==> src/logic/tap_defs.svh <==
// Functional notes
// TMS at TCK rise steers every state change
// Code 000 captures ring, drives preloaded pins
// Code 001 selects fixed identification register
// Code 010 captures, selects chain, outputs high-Z
// Code 100 captures, selects chain, memory unaffected
// Code 111 selects one-bit bypass register
// Controller never loads codes 011, 101, 110; here Update-IR loads any shifted code, and reserved codes shift the chain
// ID layout: revision, device type, vendor bits
// ID bit zero always reads one
// Lengths: IR 3, bypass 1, ID 32, chain 109
// Shift on TCK rise, TDO changes on fall
// Cell 108 gates output drivers under EXTEST
// IR holds IDCODE after reset or five TMS-high
// Capture-IR loads binary 01 into IR low bits
`ifndef TAP_DEFS_SVH
`define TAP_DEFS_SVH
// ****************************************
// Instruction codes
// ****************************************
`define INS_EXTEST 3'h0
`define INS_IDCODE 3'h1
`define INS_SAMPLE_Z 3'h2
`define INS_SAMPLE 3'h4
`define INS_BYPASS 3'h7
// ****************************************
// Sizes and field positions
// ****************************************
`define IR_LEN 3
`define ID_LEN 32
`define BSR_LEN 109
`define BSR_OE_CELL 108
`define IR_CAPTURE 3'h1
`define ID_REV_LSB 29
`define ID_DEV_LSB 12
`define ID_VEND_LSB 1
`endif

==> src/logic/tap_pkg.sv <==
`include "tap_defs.svh"
package tap_pkg;
   // TAP controller states, Gray-ish along the DR path
   typedef enum logic [3:0] {
      ST_RESET = 4'hF,
      ST_IDLE = 4'hC,
      ST_SEL_DR = 4'h7,
      ST_CAP_DR = 4'h6,
      ST_SHIFT_DR = 4'h2,
      ST_EXIT1_DR = 4'h1,
      ST_PAUSE_DR = 4'h3,
      ST_EXIT2_DR = 4'h0,
      ST_UPD_DR = 4'h5,
      ST_SEL_IR = 4'h4,
      ST_CAP_IR = 4'hE,
      ST_SHIFT_IR = 4'hA,
      ST_EXIT1_IR = 4'h9,
      ST_PAUSE_IR = 4'hB,
      ST_EXIT2_IR = 4'h8,
      ST_UPD_IR = 4'hD
   } tap_state_t;

   // Sampled link pins
   typedef struct packed {
      logic tck;
      logic tms;
      logic tdi;
   } link_in_t;

   // Whole module state
   typedef struct packed {
      logic [1:0] rst_sync;
      link_in_t s1;
      link_in_t s2;
      logic [`BSR_LEN-2:0] pins_s1;
      logic [`BSR_LEN-2:0] pins_s2;
      logic tck_prev;
      tap_state_t state;
      logic [`IR_LEN-1:0] ir_shift;
      logic [`IR_LEN-1:0] ir;
      logic bypass;
      logic [`ID_LEN-1:0] id_shift;
      logic [`BSR_LEN-1:0] bsr_shift;
      logic [`BSR_LEN-1:0] bsr_upd;
      logic tdo;
      logic tdo_oe;
   } tap_regs_t;
endpackage : tap_pkg

==> src/logic/sram_tap.sv <==
`timescale 1ns/100ps
`include "tap_defs.svh"
module sram_tap
   import tap_pkg::*;
#(
   parameter logic [2:0] REVISION = 3'h0, // Arbitrary value
   parameter logic [16:0] DEVICE_TYPE = 17'h00ABC, // Arbitrary value
   parameter logic [10:0] VENDOR_CODE = 11'h155 // Arbitrary value
) (
   input wire logic ref_clk_i,
   input wire logic rst_n_i,
   input wire logic tck_i,
   input wire logic tms_i,
   input wire logic tdi_i,
   input wire logic [`BSR_LEN-2:0] pins_i,
   output logic tdo_o,
   output logic tdo_oe_o,
   output logic [`BSR_LEN-2:0] pins_o,
   output logic pins_test_drive_o,
   output logic out_bus_en_o,
   output logic [`IR_LEN-1:0] instr_o
);
   // ****************************************
   // State registers
   // ****************************************
   tap_regs_t s_reg; // Registered state
   tap_regs_t s_next; // Next state
   logic rst_n; // Synchronised reset
   logic rise; // TCK rising edge enable
   logic fall; // TCK falling edge enable
   logic tms; // Synchronised TMS
   logic tdi; // Synchronised TDI
   logic [`ID_LEN-1:0] id_code; // Fixed identification word

   // Capture happens for all chain instructions
   // Reserved codes select the chain for shifting
   // only, so they neither capture nor update
   function automatic logic uses_chain(input logic [2:0] code);
      uses_chain = (code == `INS_EXTEST) || (code == `INS_SAMPLE_Z) || (code == `INS_SAMPLE);
   endfunction : uses_chain

   // ****************************************
   // Synchronised link and edge enables
   // ****************************************
   // Reset copy leaves the second flip-flop
   assign rst_n = s_reg.rst_sync[1];
   // Edges compare the second stage with its own delayed
   // copy, so each enable lasts exactly one fast cycle
   assign rise = s_reg.s2.tck & ~s_reg.tck_prev;
   assign fall = ~s_reg.s2.tck & s_reg.tck_prev;
   // Mode select and data travel beside the clock through
   // the same two stages, so their setup to the edge is kept
   assign tms = s_reg.s2.tms;
   assign tdi = s_reg.s2.tdi;
   // Fixed code with the presence bit at the bottom
   assign id_code = {REVISION, DEVICE_TYPE, VENDOR_CODE, 1'b1};

   // ****************************************
   // Next state
   // ****************************************
   // One pass works out the whole next state
   always_comb begin
      logic tdo_bit;
      tdo_bit = 1'b0;
      s_next = s_reg;
      s_next.rst_sync = {s_reg.rst_sync[0], 1'b1};
      s_next.s1 = '{tck: tck_i, tms: tms_i, tdi: tdi_i};
      s_next.s2 = s_reg.s1;
      s_next.tck_prev = s_reg.s2.tck;
      // Pin ring crosses into this domain in two stages
      s_next.pins_s1 = pins_i;
      s_next.pins_s2 = s_reg.pins_s1;
      // Controller and shift registers move only on a test clock rise
      if (rise) begin
         // Controller transitions
         case (s_reg.state)
            ST_RESET: s_next.state = tms ? ST_RESET : ST_IDLE;
            ST_IDLE: s_next.state = tms ? ST_SEL_DR : ST_IDLE;
            ST_SEL_DR: s_next.state = tms ? ST_SEL_IR : ST_CAP_DR;
            ST_CAP_DR: s_next.state = tms ? ST_EXIT1_DR : ST_SHIFT_DR;
            ST_SHIFT_DR: s_next.state = tms ? ST_EXIT1_DR : ST_SHIFT_DR;
            ST_EXIT1_DR: s_next.state = tms ? ST_UPD_DR : ST_PAUSE_DR;
            ST_PAUSE_DR: s_next.state = tms ? ST_EXIT2_DR : ST_PAUSE_DR;
            ST_EXIT2_DR: s_next.state = tms ? ST_UPD_DR : ST_SHIFT_DR;
            ST_UPD_DR: s_next.state = tms ? ST_SEL_DR : ST_IDLE;
            ST_SEL_IR: s_next.state = tms ? ST_RESET : ST_CAP_IR;
            ST_CAP_IR: s_next.state = tms ? ST_EXIT1_IR : ST_SHIFT_IR;
            ST_SHIFT_IR: s_next.state = tms ? ST_EXIT1_IR : ST_SHIFT_IR;
            ST_EXIT1_IR: s_next.state = tms ? ST_UPD_IR : ST_PAUSE_IR;
            ST_PAUSE_IR: s_next.state = tms ? ST_EXIT2_IR : ST_PAUSE_IR;
            ST_EXIT2_IR: s_next.state = tms ? ST_UPD_IR : ST_SHIFT_IR;
            default: s_next.state = tms ? ST_SEL_DR : ST_IDLE;
         endcase
         // Register actions in the current state
         case (s_reg.state)
            ST_RESET: begin
               s_next.ir = `INS_IDCODE;
               s_next.bsr_upd[`BSR_OE_CELL] = 1'b1;
            end
            ST_CAP_IR: s_next.ir_shift = `IR_CAPTURE;
            ST_SHIFT_IR: s_next.ir_shift = {tdi, s_reg.ir_shift[`IR_LEN-1:1]};
            ST_UPD_IR: s_next.ir = s_reg.ir_shift;
            ST_CAP_DR: begin
               s_next.bypass = 1'b0;
               s_next.id_shift = id_code;
               if (uses_chain(s_reg.ir)) begin
                  // Pins plus the internal drive-control cell, which
                  // samples its own latch since no pin stands behind it
                  s_next.bsr_shift = {s_reg.bsr_upd[`BSR_OE_CELL], s_reg.pins_s2};
               end
            end
            ST_SHIFT_DR: begin
               // MSB next to TDI, LSB next to TDO
               s_next.bypass = tdi;
               s_next.id_shift = {tdi, s_reg.id_shift[`ID_LEN-1:1]};
               s_next.bsr_shift = {tdi, s_reg.bsr_shift[`BSR_LEN-1:1]};
            end
            ST_UPD_DR: if (uses_chain(s_reg.ir)) s_next.bsr_upd = s_reg.bsr_shift;
            default: s_next.ir = s_reg.ir;
         endcase
         // Entering Test-Logic-Reset restores the instruction and
         // presets the drive cell, whichever state led there
         if (s_next.state == ST_RESET) begin
            s_next.ir = `INS_IDCODE;
            s_next.bsr_upd[`BSR_OE_CELL] = 1'b1;
         end
      end
      if (fall) begin
         // TDO updates on the falling edge only
         case (s_reg.ir)
            `INS_IDCODE: tdo_bit = s_reg.id_shift[0];
            `INS_BYPASS: tdo_bit = s_reg.bypass;
            default: tdo_bit = s_reg.bsr_shift[0];
         endcase
         // Shift-IR shows the instruction path instead
         s_next.tdo = (s_reg.state == ST_SHIFT_IR) ? s_reg.ir_shift[0] : tdo_bit;
         // Driver enabled only while a path is shifting
         s_next.tdo_oe = (s_reg.state == ST_SHIFT_IR) || (s_reg.state == ST_SHIFT_DR);
      end
   end

   // ****************************************
   // Registers
   // ****************************************
   // Pin reset acts at once; the sync copy keeps the state parked
   // until the release has passed both flip-flops
   always_ff @(posedge ref_clk_i or negedge rst_n_i) begin
      if (!rst_n_i) begin
         // Constants only on the asynchronous path
         s_reg <= '0;
         s_reg.state <= ST_RESET;
         s_reg.ir <= `INS_IDCODE;
         s_reg.bsr_upd <= {1'b1, {(`BSR_LEN-1){1'b0}}};
      end else if (!rst_n) begin
         // Release still travelling through the synchroniser
         s_reg <= '0;
         s_reg.rst_sync <= s_next.rst_sync;
         s_reg.state <= ST_RESET;
         s_reg.ir <= `INS_IDCODE;
         s_reg.bsr_upd <= {1'b1, {(`BSR_LEN-1){1'b0}}};
      end else begin
         s_reg <= s_next;
      end
   end

   // ****************************************
   // Outputs
   // ****************************************
   // Serial output and its enable straight from flip-flops
   assign tdo_o = s_reg.tdo;
   assign tdo_oe_o = s_reg.tdo_oe;
   // Preloaded values, driven onto the pins only under EXTEST
   assign pins_o = s_reg.bsr_upd[`BSR_LEN-2:0];
   assign pins_test_drive_o = (s_reg.ir == `INS_EXTEST);
   // Memory drivers: off under SAMPLE Z, cell 108 under EXTEST
   assign out_bus_en_o = (s_reg.ir == `INS_SAMPLE_Z) ? 1'b0 :
      (s_reg.ir == `INS_EXTEST) ? s_reg.bsr_upd[`BSR_OE_CELL] : 1'b1;
   // Current instruction for the memory core
   assign instr_o = s_reg.ir;

   // ****************************************
   // Assertions
   // ****************************************
   // Test-Logic-Reset always shows IDCODE and an enabled drive cell
   a_reset_ir_id: assert property (@(posedge ref_clk_i) disable iff (!rst_n)
      (s_reg.state == ST_RESET) |-> (s_reg.ir == `INS_IDCODE) && s_reg.bsr_upd[`BSR_OE_CELL])
      else $error("IR not IDCODE in reset state");
   // Memory outputs stay off for the whole SAMPLE Z instruction
   a_sample_z_hiz: assert property (@(posedge ref_clk_i) disable iff (!rst_n)
      (s_reg.ir == `INS_SAMPLE_Z) |-> !out_bus_en_o)
      else $error("Outputs driven under SAMPLE Z");
   // Fault-isolation pattern in the instruction shifter
   a_cap_ir_pat: assert property (@(posedge ref_clk_i) disable iff (!rst_n)
      (rise && s_reg.state == ST_CAP_IR) |=> (s_reg.ir_shift[1:0] == 2'b01))
      else $error("Capture-IR pattern wrong");
   // Controller frozen between test clock rises
   a_state_hold: assert property (@(posedge ref_clk_i) disable iff (!rst_n)
      !rise |=> $stable(s_reg.state))
      else $error("State moved without TCK rise");
   // Serial output only moves after a test clock fall
   a_tdo_fall: assert property (@(posedge ref_clk_i) disable iff (!rst_n)
      !fall |=> $stable(tdo_o))
      else $error("TDO moved without TCK fall");
   // Presence bit lands first on the serial output
   a_id_capture: assert property (@(posedge ref_clk_i) disable iff (!rst_n)
      (rise && s_reg.state == ST_CAP_DR) |=> (s_reg.id_shift[0] == 1'b1))
      else $error("ID bit zero not one");
   // Drive-control cell rules the memory outputs under EXTEST
   a_extest_oe: assert property (@(posedge ref_clk_i) disable iff (!rst_n)
      (s_reg.ir == `INS_EXTEST) |-> (out_bus_en_o == s_reg.bsr_upd[`BSR_OE_CELL]))
      else $error("Drive control cell ignored");
   // Bypass cell captures a zero
   a_bypass_zero: assert property (@(posedge ref_clk_i) disable iff (!rst_n)
      (rise && s_reg.state == ST_CAP_DR) |=> !s_reg.bypass)
      else $error("Bypass not cleared on capture");
endmodule : sram_tap

==> config.mk <==
export PLATFORM = sky130hd
export DESIGN_NAME = sram_tap
export DESIGN_NICKNAME = d
export VERILOG_FILES = /design/src/logic/tap_pkg.sv /design/src/logic/sram_tap.sv
export VERILOG_INCLUDE_DIRS = /design/src /design/src/logic
export SDC_FILE = /design/constraint.sdc
export NUM_CORES = 1
export LEC_CHECK = 0
export BUFFER_PORTS_ARGS = -buffer_cell sky130_fd_sc_hd__buf_2
export CAP_MARGIN = 10
export CORE_ASPECT_RATIO = 1.75
export CORE_MARGIN = 4
export CORE_UTILIZATION = 45
export CTS_CLUSTER_DIAMETER = 100
export DETAILED_ROUTE_END_ITERATION = 8
export GPL_ROUTABILITY_DRIVEN = 1
export HOLD_SLACK_MARGIN = 0.15
export PLACE_DENSITY = 0.66
export RECOVER_POWER = 50
export SYNTH_ARGS = -nofsm -noshare
export SYNTH_HDL_FRONTEND = slang
export SYNTH_SLANG_ARGS = --single-unit
==> constraint.sdc <==
create_clock -name ref_clk_i -period 2.1 [get_ports ref_clk_i]
set_input_delay 0.21 -clock ref_clk_i [delete_from_list [all_inputs] [get_ports ref_clk_i]]
set_output_delay 0.21 -clock ref_clk_i [all_outputs]
set_load 0.005 [all_outputs]
==> results.toml, run 1 <==
[status]
status = "completed"

[finish]
syn_to_final_growth_pct = 19.0
fin_nets = 1959
drive_above_1_share_pct = 23.3
diodes = 0
num-fill-cells = 3587
final_cells = 2444
largest_register_ffs = 258
layout_common_cells = "dfrtp_1, nand2_1, and2_1, buf_2, a22o_1"
final_area_mm2 = 0.0231
final_common_cell = "dfrtp_1"

[critical_path]
end_kind = "register"
path_common_cell = "buf_4"
crit_path_max_incr_delay_ps = 540
cp_max_fo = 30
worstPathCellList = "buf_4 -> nor4b_4 -> buf_4 -> buf_16 -> nand2_1 -> a21oi_1 -> mux2_2"
worstSetupStartpointType = "register"
cpMaxStageDelayCell = "dfstp_2"
worstSetupPathType = "register to register"
reg2reg_depth = 7
worstPathArrival_ps = 2460
cp.required_ps = 2580

[clock_network]
h-tree-depth = 2
path_clk_slew_ps = 60
clk_latency_ps = 560
cts_tree = "built"
clockRootBuffer = "clkbuf_16"
clock-sinks = 487
cts_made_buffers = 46
clock_path_buffers = 3

[timing]
finClkSkew_ps = 33.1
finalCritPeriodShare_pct = 94.5
maxSlewViolCount = 0
setup_tns_ps = 0
slew_headroom_pct = 18.7
fin_crit_ps = 1980
worst_slew_pin_slew_ps = 1220
max_clock_freq_mhz = 504
finalHoldViolCount = 0
rsz0062_at_grt = "no"
fin_ws_ps = 115
hold_slack_ps = 139
setup_violations = 0

[routing]
vias_per_cell = 5.04
wl_per_cell_um = 17.4
drt_first_iter_violations = 754
vias = 12300
drc = 0
drtAntennaViolNets = 0
wl_um = 42400
drtPass1Iterations = 5

[die]
die_area_mm2 = 0.0467
initial_core_util_pct = 45.6
core_mm2 = 0.0427
num_io_pins = 228
rows = 100
die_w_um = 165
die_y_um = 283

[placement]
post-place-cells = 2246
placed_cell_area_mm2 = 0.0206
dp_hpwl_um = 26200
place.gp.congestion = 0.784
place_ws_ps = 96.3
portBuffers = 227

[flow_run]
cap_viol_max_count = 0

[synthesis]
yosysWarningCount = 0
synth_area_mm2 = 0.0194
avgSynthCellArea_um2 = 11.9
synthDistinctLibCells = 51
synth_ff_type = "dfrtp_1"
synthesis.nets = 1747
ys_seq_elements = 487
ys_async_sr_fraction_pct = 100
ys_seq_area_share_pct = 62.7
synth-edff-count = 0
syn_inst = 1634

[pwr]
ir_drop_v = 0.000626
power.leakage_nw = 11.2
power_density_mw_per_mm2 = 825

[hold_path]
holdCritPathClass = "input port to async pin"

[global_route]
grt_remaining_overflow = 0
grt_pass1_wl_um = 68300
grt_max_degree = 157
antenna_found_initial = 0
grt_usage_pct = 18.0
grt_pass1_vias = 12900
-- cell type report --
type                            instances  area [um^2]  share of cell area [%]
Clock buffer                           68         1310                    5.68
Multi-Input combinational cell        919         5910                    25.5
Sequential cell                       487        12200                    52.7
Inverter                                3         13.8                  0.0595
Clock inverter                         17          200                   0.865
Tap cell                              561          702                    3.03
Timing Repair Buffer                  389         2800                    12.1
-- power breakdown --
part	internal (mW)	leakage, nW	total (mW)	switching [mW]
logic	0.505	3.93	1.08	0.576
clock network	4.74	0.742	8.24	3.49
registers	9.66	6.57	9.78	0.124
total	14.9	11.2	19.1	4.20
-- timing repair --
action | in CTS | in global routing
buffers inserted | 0 | 0
endpoints found under the hold margin | 580 | 0
hold buffers | 112 | 0
setup endpoints to repair | 0 | 46
gates resized for setup | 0 | 2
-- cell families (layout without fill, tap and decap cells) --
logic type / count (synthesis) / after routing / share of synthesized area [%]
other cells: 1 / 1 / 0.0193
buf+inv: 228 / 477 / 7.11
xor+xnor: 1 / 1 / 0.0450
simple gates: 521 / 521 / 13.5
mux: 110 / 110 / 6.53
flops: 487 / 487 / 62.7
compound gates: 286 / 286 / 10.1
-- worst max-delay path, delay by kind of cell (launching register included) --
kind	cells	cell delay, ps
buffers and inverters	3	620
AO/OA/AOI/OAI	1	170
AND/OR/NAND/NOR	2	380
multiplexers	1	180
flip-flops	1	540
-- through the flow --
| step | utilization (%) | power, mW |
|---|---|---|
| after floorplan | - | 10.4 |
| after global placement | 48.2 | 10.9 |
| after detailed placement | 48.2 | 10.9 |
| after CTS | 54.4 | 19.4 |
| after global routing | 54.2 | 19.9 |
| final | 54.2 | 19.1 |
-- synth_stat cells, types with 2 or more instances --
master	number	area, um^2
and2_1	224	1400
nand2b_1	2	12.5
o21ai_0	25	125
and3_1	3	18.8
buf_4	114	856
inv_1	2	7.51
buf_2	25	125
mux2_4	9	135
a22oi_1	5	37.5
nor3_1	2	10.0
clkbuf_1	77	289
nor2_1	29	109
nor2b_1	3	18.8
dfstp_2	6	158
a21oi_1	118	591
buf_6	9	101
nor4b_1	2	17.5
nand3_1	4	20.0
nor2_2	2	12.5
a22o_1	123	1080
mux2i_1	2	20.0
mux2_2	99	1110
nand4b_1	2	17.5
nand2_1	238	893
nand4_1	3	18.8
dfrtp_1	481	12000
-- path summary, 6_finish.rpt --
kind	to	slack [ps]	from
worst max-delay path	s_reg[205]	120	s_reg[260]
worst min-delay path	s_next[369]	140	rst_n_i
worst max register to register	s_reg[205]	120	s_reg[260]
worst min register to register	rst_n	350	s_next[487]
max in group asynchronous	pins_o[55]	470	rst_n_i
min in group ref_clk_i	rst_n	350	s_next[487]
-- metal layers --
layer / share of wire (%) / global-route usage, % / routed length (um) / up-vias
li1: - / - / - / 5771
met1: 40 / 22.6 / 17000 / 6169
met2: 52 / 31.4 / 22200 / 278
met3: 3.8 / 2.28 / 1630 / 91
met4: 4.0 / 7.03 / 1690 / 0
met5: 0 / 0 / 0 / -
No activity file was read; power rests on OpenSTA's default activity.
==> inputs of run 2 (changes only) <==
Settings changed: CORE_MARGIN 4 to 10.
==> results.toml, run 2 (synthesis results as in run 1) <==
[pwr]
pwr-share-seq_pct = 50.6
power.leakage_nw = 11.3
total_power_mw = 19.3
ir_drop_v = 0.000730
power_frac_comb_pct = 5.6
power_frac_clock_pct = 43.7
power_density_mw_per_mm2 = 835
netSwitchingPower_mw = 4.17
internal-power_mw = 15.2
p_sw_share_pct = 21.6

[clock_network]
h-tree-depth = 2
cts_made_buffers = 45
clock-sinks = 487
clk_latency_ps = 560
clockRootBuffer = "clkbuf_16"
path_clk_slew_ps = 60
cts_tree = "built"
cts_resized = 0
clock_path_buffers = 3

[finish]
syn_to_final_growth_pct = 19.0
largest_register_ffs = 258
final_cells = 2448
final_area_mm2 = 0.0231
layout_common_cells = "dfrtp_1, nand2_1, and2_1, buf_2, a22o_1"
fin_util_pct = 54.2
final_common_cell = "dfrtp_1"
fin_nets = 1967
drive_above_1_share_pct = 23.6

[critical_path]
cpMaxStageDelayCell = "dfstp_2"
worstPathCellList = "buf_4 -> nor4b_2 -> buf_4 -> buf_12 -> nand2_1 -> a21oi_1 -> mux2_2"
path_common_cell = "buf_4"
worstSetupPathType = "register to register"
crit_family = "buffers and inverters"
cp_max_fo = 55
crit_path_max_incr_delay_ps = 540
cp.required_ps = 2580
end_kind = "register"
worstPathArrival_ps = 2490
crit_buf_inv = 3
worstSetupStartpointType = "register"

[die]
die_area_mm2 = 0.0523
num_io_pins = 228
die_y_um = 295
rows = 100
die_w_um = 177
initial_core_util_pct = 45.6
core_mm2 = 0.0427

[global_route]
grt_pass1_vias = 13300
antenna_found_initial = 2
grt_max_degree = 155
grt_usage_pct = 16.9
grt_pass1_wl_um = 71400
grt_remaining_overflow = 0

[routing]
wl_per_cell_um = 18.0
vias = 12400
drt_first_iter_violations = 728
drtAntennaViolNets = 0
wl_um = 44000
drc = 0
vias_per_cell = 5.05
drtPass1Iterations = 7

[timing]
fin_ws_ps = 92.3
finalCritPeriodShare_pct = 95.6
slew_headroom_pct = 19.6
setup_tns_ps = 0
rsz0062_at_grt = "no"
finalHoldViolCount = 0
finClkSkew_ps = 23.5
hold_slack_ps = 158
worst_slew_pin_slew_ps = 1210
max_clock_freq_mhz = 498
maxSlewViolCount = 0
fin_crit_ps = 2010
setup_violations = 0

[placement]
place_ws_ps = 113
place.gp.congestion = 0.788
dp_hpwl_um = 28300
post-place-cells = 2256
portBuffers = 227
placed_cell_area_mm2 = 0.0207

[flow_run]
cap_viol_max_count = 0

[hold_path]
holdCritPathClass = "input port to async pin"

[status]
status = "completed"
run 2: cell count changes in the layout (fill, tap and decap cells not counted), sizes merged:
cell    previous run  this run
diode              0         2
clkbuf           108       103
buf              237       241
inv                5         4
clkinv            11        12
bufinv             3         6
run 2: final cells by class:
cell class                      instances  area [um^2]
Clock buffer                           58         1270
Clock inverter                         20          260
Antenna cell                            2         5.00
Multi-Input combinational cell        919         5900
Sequential cell                       487        12200
Inverter                                3         13.8
Tap cell                              561          702
Fill cell                            3603        19500
Timing Repair Buffer                  398         2790
run 2: final timing paths:
path	startpoint	to	slack, ps	depth (start not counted)
max reg2reg	s_reg[260]	s_reg[197]	90	7
max	s_reg[260]	s_reg[197]	90	7
max in group asynchronous	rst_n_i	s_next[355]	390	3
min	rst_n_i	s_next[368]	160	2
min reg2reg	s_next[487]	rst_n	360	0
min in group ref_clk_i	s_next[487]	rst_n	360	0
run 2: timing repair:
item / in CTS / in global routing
hold endpoints to repair: 592 / 0
hold buffers: 112 / 0
buffers inserted: 0 / 0
run 2: metal layers:
metal  GRT usage [%]  wire, um  up-vias
met4            7.30      1650        0
met3            2.66      2020       92
met2            29.6     22700      270
met5               0         0        -
li1                -         -     5783
met1            20.1     17600     6211
run 2: power groups by stage:
| stage | Sequential [mW] | Combinational [mW] | Clock [mW] |
|---|---|---|---|
| floorplan | 9.90 | 0.485 | 0 |
| global placement | 9.95 | 0.957 | 0 |
| detailed placement | 9.96 | 0.976 | 0 |
| CTS | 9.79 | 1.14 | 8.73 |
| global route | 9.81 | 1.23 | 9.05 |
| finish | 9.79 | 1.09 | 8.45 |
